## config.mk

```make
export PLATFORM = sky130hd
export DESIGN_NAME = i2c_config_slave
export DESIGN_NICKNAME = d
export VERILOG_FILES = /design/src/rtl/i2c_config_slave.v /design/src/rtl/pair_buffer.v
export VERILOG_INCLUDE_DIRS = /design/src /design/src/rtl
export SDC_FILE = /design/constraint.sdc
export NUM_CORES = 1
export LEC_CHECK = 0
export BUFFER_PORTS_ARGS = -buffer_cell sky130_fd_sc_hd__clkbuf_2
export CAP_MARGIN = 10
export CORE_AREA = 2 2 154 126
export CTS_CLUSTER_SIZE = 12
export DETAILED_ROUTE_END_ITERATION = 8
export DIE_AREA = 0 0 156 128
export GPL_ROUTABILITY_DRIVEN = 0
export PLACE_DENSITY_LB_ADDON = 0.08
export SLEW_MARGIN = 20
export SYNTH_ARGS = -nofsm -noshare
export SYNTH_HDL_FRONTEND = slang
export SYNTH_SLANG_ARGS = --single-unit
```

## constraint.sdc

```tcl
create_clock -name clock -period 6.95 [get_ports clock]
set_clock_uncertainty 0.05 [all_clocks]
set_input_delay 1.0425 -clock clock [delete_from_list [all_inputs] [get_ports clock]]
set_output_delay 1.0425 -clock clock [all_outputs]
set_load 0.1 [all_outputs]
```

## src/rtl/i2c_config_defines.vh

```
// constants shared by the two-wire configuration slave
`ifndef I2C_CONFIG_DEFINES_VH
`define I2C_CONFIG_DEFINES_VH

// ----------------------------------------------------------------------
// register file shape
// ----------------------------------------------------------------------
`define CFG_NUM_REGS      8
`define CFG_PTR_W         3
`define CFG_DATA_W        8
`define CFG_REG_RESET     8'h00

// ----------------------------------------------------------------------
// slave address layout
// ----------------------------------------------------------------------
`define ADDR_UPPER_W      5
`define ADDR_UPPER_DEF    5'h0B
`define RW_BIT            0

// ----------------------------------------------------------------------
// serial engine
// ----------------------------------------------------------------------
`define BITS_PER_BYTE     4'h8
`define STATE_W           4

// ----------------------------------------------------------------------
// write-notification buffer entry: pointer then data
// ----------------------------------------------------------------------
`define NOTE_W            11

`endif

```

## src/rtl/i2c_config_slave.v

```verilog
// two-wire serial slave giving a bus master access to eight config bytes
`timescale 1ns/1ps
`include "i2c_config_defines.vh"

module i2c_config_slave #(
    parameter [`ADDR_UPPER_W-1:0] ADDR_UPPER = `ADDR_UPPER_DEF
) (
    input  wire                         clock,
    input  wire                         rst_n,
    input  wire                         scl_in,
    output wire                         scl_out,
    output wire                         scl_oe,
    input  wire                         sda_in,
    output wire                         sda_out,
    output wire                         sda_oe,
    input  wire                         slave_addr_sel_lo,
    input  wire                         slave_addr_sel_hi,
    output wire [`CFG_NUM_REGS*8-1:0]   cfg_bytes,
    output wire                         wr_valid,
    input  wire                         wr_ready,
    output wire [`CFG_PTR_W-1:0]        wr_index,
    output wire [`CFG_DATA_W-1:0]       wr_data,
    output wire                         busy
);

    // ------------------------------------------------------------------
    // declarations
    // ------------------------------------------------------------------
    // engine states, binary coded
    localparam [`STATE_W-1:0] ST_IDLE      = 4'h0;
    localparam [`STATE_W-1:0] ST_ADDR      = 4'h1;
    localparam [`STATE_W-1:0] ST_ADDR_ACK  = 4'h2;
    localparam [`STATE_W-1:0] ST_PTR       = 4'h3;
    localparam [`STATE_W-1:0] ST_PTR_ACK   = 4'h4;
    localparam [`STATE_W-1:0] ST_WDATA     = 4'h5;
    localparam [`STATE_W-1:0] ST_WSTALL    = 4'h6;
    localparam [`STATE_W-1:0] ST_WDATA_ACK = 4'h7;
    localparam [`STATE_W-1:0] ST_RDATA     = 4'h8;
    localparam [`STATE_W-1:0] ST_RACK      = 4'h9;
    reg                     scl_s1_q;
    reg                     scl_s2_q;
    reg                     scl_p_q;
    reg                     sda_s1_q;
    reg                     sda_s2_q;
    reg                     sda_p_q;
    reg                     sel_lo_s1_q;
    reg                     sel_lo_s2_q;
    reg                     sel_hi_s1_q;
    reg                     sel_hi_s2_q;
    reg [`STATE_W-1:0]      state_q;
    reg [3:0]               cnt_q;
    reg [7:0]               shift_q;
    reg [7:0]               tx_q;
    reg [`CFG_PTR_W-1:0]    ptr_q;
    reg                     sda_oe_q;
    reg                     scl_oe_q;
    reg                     line_low_q;
    reg                     mack_q;
    reg                     busy_q;
    reg [`CFG_DATA_W-1:0]   cfg_mem [0:`CFG_NUM_REGS-1];
    wire                    scl_rise;
    wire                    scl_fall;
    wire                    start_cond;
    wire                    stop_cond;
    wire                    byte_done;
    wire                    addr_match;
    wire                    buf_ready;
    wire                    wr_now;
    wire [`CFG_DATA_W-1:0]  rd_byte;
    wire [`NOTE_W-1:0]      note_out;

    // ------------------------------------------------------------------
    // pin synchronisers: two flops, then a history flop for edges on scl and sda
    // ------------------------------------------------------------------
    // the bus clock is only sampled, so no oscillator is needed
    always @(posedge clock) begin
        if (!rst_n) begin
            scl_s1_q    <= 1'b1;
            scl_s2_q    <= 1'b1;
            scl_p_q     <= 1'b1;
            sda_s1_q    <= 1'b1;
            sda_s2_q    <= 1'b1;
            sda_p_q     <= 1'b1;
            sel_lo_s1_q <= 1'b0;
            sel_lo_s2_q <= 1'b0;
            sel_hi_s1_q <= 1'b0;
            sel_hi_s2_q <= 1'b0;
        end else begin
            scl_s1_q    <= scl_in;
            scl_s2_q    <= scl_s1_q;
            scl_p_q     <= scl_s2_q;
            sda_s1_q    <= sda_in;
            sda_s2_q    <= sda_s1_q;
            sda_p_q     <= sda_s2_q;
            sel_lo_s1_q <= slave_addr_sel_lo;
            sel_lo_s2_q <= sel_lo_s1_q;
            sel_hi_s1_q <= slave_addr_sel_hi;
            sel_hi_s2_q <= sel_hi_s1_q;
        end
    end

    // ------------------------------------------------------------------
    // bus events
    // ------------------------------------------------------------------
    // both lines share the same latency, so data set-up is preserved
    assign scl_rise   = scl_s2_q & ~scl_p_q;
    assign scl_fall   = ~scl_s2_q & scl_p_q;
    assign start_cond = scl_s2_q & scl_p_q & sda_p_q & ~sda_s2_q;
    assign stop_cond  = scl_s2_q & scl_p_q & ~sda_p_q & sda_s2_q;
    assign byte_done  = scl_fall && (cnt_q == `BITS_PER_BYTE);

    // upper bits fixed; general call (all zero) matches only when ADDR_UPPER is zero and both selects are low
    assign addr_match = (shift_q[7:1] ==
                         {ADDR_UPPER, sel_hi_s2_q, sel_lo_s2_q});

    // a data byte is committed only once fully received and buffer free
    assign wr_now = buf_ready && !start_cond && !stop_cond &&
                    (((state_q == ST_WDATA) && byte_done) ||
                     (state_q == ST_WSTALL));

    assign rd_byte = cfg_mem[ptr_q];

    // ------------------------------------------------------------------
    // configuration bytes
    // ------------------------------------------------------------------
    genvar g;
    generate
        for (g = 0; g < `CFG_NUM_REGS; g = g + 1) begin : g_cfg
            // cleared on reset, written whole at the acknowledge
            always @(posedge clock) begin
                if (!rst_n) begin
                    cfg_mem[g] <= `CFG_REG_RESET;
                end else if (wr_now && (ptr_q == g)) begin
                    cfg_mem[g] <= shift_q;
                end
            end
            assign cfg_bytes[g*8 +: 8] = cfg_mem[g];
        end
    endgenerate

    // ------------------------------------------------------------------
    // serial engine
    // ------------------------------------------------------------------
    // sda is changed on a falling scl edge, or in ST_WSTALL while the clock is held low
    always @(posedge clock) begin
        if (!rst_n) begin
            state_q  <= ST_IDLE;
            cnt_q    <= 4'h0;
            shift_q  <= 8'h00;
            tx_q     <= 8'h00;
            ptr_q    <= {`CFG_PTR_W{1'b0}};
            sda_oe_q <= 1'b0;
            scl_oe_q <= 1'b0;
            mack_q   <= 1'b0;
        end else if (start_cond) begin
            // also a repeated start; pointer kept
            state_q  <= ST_ADDR;
            cnt_q    <= 4'h0;
            sda_oe_q <= 1'b0;
            scl_oe_q <= 1'b0;
        end else if (stop_cond) begin
            state_q  <= ST_IDLE;
            cnt_q    <= 4'h0;
            sda_oe_q <= 1'b0;
            scl_oe_q <= 1'b0;
        end else begin
            case (state_q)
                ST_ADDR, ST_PTR, ST_WDATA: begin
                    if (scl_rise) begin
                        shift_q <= {shift_q[6:0], sda_s2_q};
                        cnt_q   <= cnt_q + 4'h1;
                    end else if (byte_done) begin
                        cnt_q <= 4'h0;
                        if (state_q == ST_ADDR) begin
                            if (addr_match) begin
                                sda_oe_q <= 1'b1;
                                mack_q   <= shift_q[`RW_BIT];
                                state_q  <= ST_ADDR_ACK;
                            end else begin
                                state_q  <= ST_IDLE;
                            end
                        end else if (state_q == ST_PTR) begin
                            ptr_q    <= shift_q[`CFG_PTR_W-1:0];
                            sda_oe_q <= 1'b1;
                            state_q  <= ST_PTR_ACK;
                        end else if (wr_now) begin
                            sda_oe_q <= 1'b1;
                            state_q  <= ST_WDATA_ACK;
                        end else begin
                            // buffer full: stretch the clock low
                            scl_oe_q <= 1'b1;
                            state_q  <= ST_WSTALL;
                        end
                    end
                end
                ST_WSTALL: begin
                    // clock still held: freeing it with the data change
                    // would look like a start condition on the bus
                    if (wr_now) begin
                        sda_oe_q <= 1'b1;
                        state_q  <= ST_WDATA_ACK;
                    end
                end
                ST_ADDR_ACK: begin
                    // mack_q holds the direction bit here
                    if (scl_fall) begin
                        if (mack_q) begin
                            sda_oe_q <= ~rd_byte[7];
                            tx_q     <= {rd_byte[6:0], 1'b0};
                            cnt_q    <= 4'h1;
                            ptr_q    <= ptr_q + 1'b1;
                            state_q  <= ST_RDATA;
                        end else begin
                            sda_oe_q <= 1'b0;
                            state_q  <= ST_PTR;
                        end
                    end
                end
                ST_PTR_ACK: begin
                    if (scl_fall) begin
                        sda_oe_q <= 1'b0;
                        state_q  <= ST_WDATA;
                    end
                end
                ST_WDATA_ACK: begin
                    scl_oe_q <= 1'b0;
                    if (scl_fall) begin
                        sda_oe_q <= 1'b0;
                        ptr_q    <= ptr_q + 1'b1;
                        state_q  <= ST_WDATA;
                    end
                end
                ST_RDATA: begin
                    if (scl_fall) begin
                        if (cnt_q == `BITS_PER_BYTE) begin
                            // let go for the master's acknowledge slot
                            sda_oe_q <= 1'b0;
                            cnt_q    <= 4'h0;
                            state_q  <= ST_RACK;
                        end else begin
                            sda_oe_q <= ~tx_q[7];
                            tx_q     <= {tx_q[6:0], 1'b0};
                            cnt_q    <= cnt_q + 4'h1;
                        end
                    end
                end
                ST_RACK: begin
                    if (scl_rise) begin
                        mack_q <= ~sda_s2_q;
                    end else if (scl_fall) begin
                        if (mack_q) begin
                            sda_oe_q <= ~rd_byte[7];
                            tx_q     <= {rd_byte[6:0], 1'b0};
                            cnt_q    <= 4'h1;
                            ptr_q    <= ptr_q + 1'b1;
                            state_q  <= ST_RDATA;
                        end else begin
                            sda_oe_q <= 1'b0;
                            state_q  <= ST_IDLE;
                        end
                    end
                end
                default: begin
                    sda_oe_q <= 1'b0;
                    scl_oe_q <= 1'b0;
                    state_q  <= ST_IDLE;
                end
            endcase
        end
    end

    // ------------------------------------------------------------------
    // status and constant-low drive levels
    // ------------------------------------------------------------------
    // open-drain: the driven level is always low, only enables move
    always @(posedge clock) begin
        if (!rst_n) begin
            line_low_q <= 1'b0;
            busy_q     <= 1'b0;
        end else begin
            line_low_q <= 1'b0;
            busy_q     <= (state_q != ST_IDLE);
        end
    end

    // ------------------------------------------------------------------
    // write-notice buffer; a full buffer stalls the bus clock
    // ------------------------------------------------------------------
    pair_buffer u_notes (
        .clock     (clock),
        .rst_n     (rst_n),
        .in_valid  (wr_now),
        .in_ready  (buf_ready),
        .in_data   ({ptr_q, shift_q}),
        .out_valid (wr_valid),
        .out_ready (wr_ready),
        .out_data  (note_out)
    );

    assign wr_index = note_out[`NOTE_W-1:`CFG_DATA_W];
    assign wr_data  = note_out[`CFG_DATA_W-1:0];
    assign sda_oe   = sda_oe_q;
    assign sda_out  = line_low_q;
    assign scl_oe   = scl_oe_q;
    assign scl_out  = line_low_q;
    assign busy     = busy_q;

endmodule // i2c_config_slave

```

## src/rtl/pair_buffer.v

```verilog
// two-entry valid/ready buffer carrying register-write notices
`timescale 1ns/1ps
`include "i2c_config_defines.vh"

module pair_buffer (
    input  wire                 clock,
    input  wire                 rst_n,
    input  wire                 in_valid,
    output wire                 in_ready,
    input  wire [`NOTE_W-1:0]   in_data,
    output wire                 out_valid,
    input  wire                 out_ready,
    output wire [`NOTE_W-1:0]   out_data
);

    reg                 valid0_q;
    reg                 valid1_q;
    reg [`NOTE_W-1:0]   entry0_q;
    reg [`NOTE_W-1:0]   entry1_q;
    wire                push;
    wire                pop;

    // full only when the second slot holds a word
    assign in_ready  = ~valid1_q;
    assign out_valid = valid0_q;
    assign out_data  = entry0_q;
    assign push      = in_valid & ~valid1_q;
    assign pop       = valid0_q & out_ready;

    // ------------------------------------------------------------------
    // head is entry0; entry1 shifts down on a pop
    // ------------------------------------------------------------------
    always @(posedge clock) begin
        if (!rst_n) begin
            valid0_q <= 1'b0;
            valid1_q <= 1'b0;
            entry0_q <= {`NOTE_W{1'b0}};
            entry1_q <= {`NOTE_W{1'b0}};
        end else begin
            if (push && pop) begin
                if (valid1_q) begin
                    entry0_q <= entry1_q;
                    entry1_q <= in_data;
                end else begin
                    entry0_q <= in_data;
                end
            end else if (pop) begin
                entry0_q <= entry1_q;
                valid0_q <= valid1_q;
                valid1_q <= 1'b0;
            end else if (push) begin
                if (valid0_q) begin
                    entry1_q <= in_data;
                    valid1_q <= 1'b1;
                end else begin
                    entry0_q <= in_data;
                    valid0_q <= 1'b1;
                end
            end
        end
    end

endmodule // pair_buffer

```

==> flow_summary.toml <==
[status]
status = "completed"

[global_route]
grt_max_degree = 39
grt_pass1_vias = 4555
track_usage = 0.180
antenna_found_initial = 0
overflow = 0
grt_pass1_wl_um = 26700

[die]
core-area_um2 = 18500
initial_core_util = 0.344
chipWidth_um = 156
die-area_um2 = 20000
die_h_um = 128
io-pin-count = 88
num_rows = 45

[setup_path]
cp_data_arrival_time_ps = 3320
critPathRequiredTime_ps = 7190
path_max_fanout = 21
start_kind = "flip-flop"
rr_worst_depth = 9
critPathCaptureType = "flip-flop"
rr_startpoint = "state_q[0]"
cp-startpoint = "state_q[0]"
crit_type = "flip-flop to flip-flop"

[clocking]
clk-insertion-delay-late_ps = 420
cts_buffers = 17
cts_tree = "built"
cts_hold_buf = 0
cts_buffer_depth = 2
cts_resized = 0
root_buffer = "clkbuf_16"
htree_levels = 4
cts.sinks = 131
cts_setup_buffers = 0
clkTransAtPathRegs_ps = 60

[layout]
drive_gt1_frac = 0.231
multi_input_area_um2 = 2870
register_area_um2 = 3260
nNetsFinal = 665
area_growth_pct = 18.4
n_fill_cell = 1767
fin_area_um2 = 7530
n_antenna_cell = 0

[pwr]
ir_worst_vdd_uv = 161
cellPowerDensity_nw_per_um2 = 248
p_leak_uw = 0.00309

[hold_path]
hold_depth = 1
min_path_type = "flip-flop to flip-flop"
hp-start = "scl_s1_q"

[sta]
slew_viol_final = 0
tns_ps = 0
fin_crit_sh = 0.443
grt_setup_unrepaired = "false"
slew_headroom = 0.376
min_period_ps = 3080
fmax_ghz = 0.325
tightest_slew_ps = 934
final-hold-violation-count = 0
setup_violations = 0

[route]
dr.pass1.iters = 5
post_drt_wl_per_cell_um = 19.8
num_vias = 4760
drt_first_iter_violations = 474
avgViaCountPerCell = 5.31
ant_nets = 0
post-route-drc-count = 0
drt-total-wl_um = 17700

[synthesis]
syn_inst = 573
ys.flop_type = "dfxtp_1"
synth.avg_cell_area_um2 = 11.1
ys_ff_latch = 131
ys_types = 70
synth-edff-count = 64
async_flop_share = 0
synth_seq_area_share = 0.513
ys_warn_count = 0
netlist_area_um2 = 6360

[placement]
io_buffers = 85
placed_cell_area_um2 = 6970
detailed_place_hpwl_um = 12400

[flow_run]
maxCapViolCount = 0
[cells in the mapped netlist (10+ instances only)]
library cell | count | share of area
nor2_1 | 43 | 0.025
dfxtp_1 | 67 | 0.21
o21ai_0 | 23 | 0.018
and2_1 | 70 | 0.069
nand2_1 | 33 | 0.019
inv_1 | 15 | 0.0088
mux4_2 | 16 | 0.057
buf_2 | 10 | 0.0079
clkbuf_1 | 22 | 0.013
a21oi_1 | 17 | 0.013
mux2i_1 | 38 | 0.060
edfxtp_1 | 64 | 0.30
nand2b_1 | 13 | 0.013
ha_1 | 10 | 0.020
a211oi_1 | 14 | 0.017
[state kept, by name, indices dropped and copies added (netlist names), 3 cells and up, named ones only]
register	cells
ptr_q	3
u_notes.out_data	11
tx_q	7
u_notes.entry1_q	11
shift_q	8
cfg_mem	64
state_q	4
cnt_q	4
[cells in the final DEF, fill, tap and decap left out, types with 14 or more instances in the layout]
cell type | Yosys | final
clkbuf_2 | 0 | 85
a211oi_1 | 14 | 14
inv_1 | 15 | 15
mux4_2 | 16 | 16
nor2_1 | 43 | 43
clkbuf_16 | 0 | 17
edfxtp_1 | 64 | 64
nand2_1 | 33 | 33
mux2i_1 | 38 | 38
and2_1 | 70 | 70
a21oi_1 | 17 | 17
dfxtp_1 | 67 | 67
o21ai_0 | 23 | 23
[kinds of logic after synthesis]
| family | count (synthesis) | share of synthesized area |
|---|---|---|
| other | 1 | 0.000589 |
| buffers and inverters | 53 | 0.0368 |
| AND/OR/NAND/NOR | 209 | 0.183 |
| adder cells (fa/ha/maj) | 10 | 0.0197 |
| AO/OA/AOI/OAI | 110 | 0.124 |
| multiplexers | 55 | 0.118 |
| XOR/XNOR | 4 | 0.00551 |
| flip-flops | 131 | 0.513 |
[stage by stage]
stage	worst slack [ps]	hold slack (ps)	total power, µW	util	instances
floorplan	4330	336	986	-	574
global placement	4000	342	1020	0.376	864
detailed placement	3900	352	1020	0.376	864
CTS	3880	366	1890	0.407	896
global route	3590	392	1930	0.407	896
finish	3870	361	1870	0.407	896
[power by group]
part           internal [µW]  total, µW  switching [µW]  leakage (µW)
clock network            523        871             348      0.000273
registers                825        836            10.9       0.00119
logic                   22.3        165             143       0.00162
total                   1370       1870             502       0.00309
[per-layer routing]
metal	routed length [µm]	track usage	part of all wire	vias to the layer above
li1	-	-	-	2245
met1	8510	0.262	0.48	2362
met2	8040	0.268	0.45	143
met3	1090	0.0514	0.061	10
met4	116	0.0405	0.0065	0
met5	0	0	0	-
[path summary, 6_finish.rpt]
| path | end | slack, ps |
|---|---|---|
| setup / recovery | u_notes.entry1_q[2] | 3870 |
| hold / removal | scl_s2_q | 360 |
| setup reg to reg | u_notes.entry1_q[2] | 3870 |
| hold reg to reg | scl_s2_q | 360 |
[area by class of cell]
| cell class | instances | share of cell area |
|---|---|---|
| Sequential cell | 131 | 0.433 |
| Multi-Input combinational cell | 390 | 0.381 |
| Timing Repair Buffer | 93 | 0.0644 |
| Clock buffer | 17 | 0.0565 |
| Tap cell | 235 | 0.0390 |
| Clock inverter | 15 | 0.0186 |
| Inverter | 15 | 0.00747 |
[critical path, cell delays in order, from the launching register on]
cell and delay (ps):
dfxtp_1 740, nor2b_1 370, a31o_2 250, and2_4 250, ha_1 210, nand2_1 70
o21ai_0 90, nand3_1 520, mux2i_1 330, nor2_1 70
(Power assumes the default switching activity.)
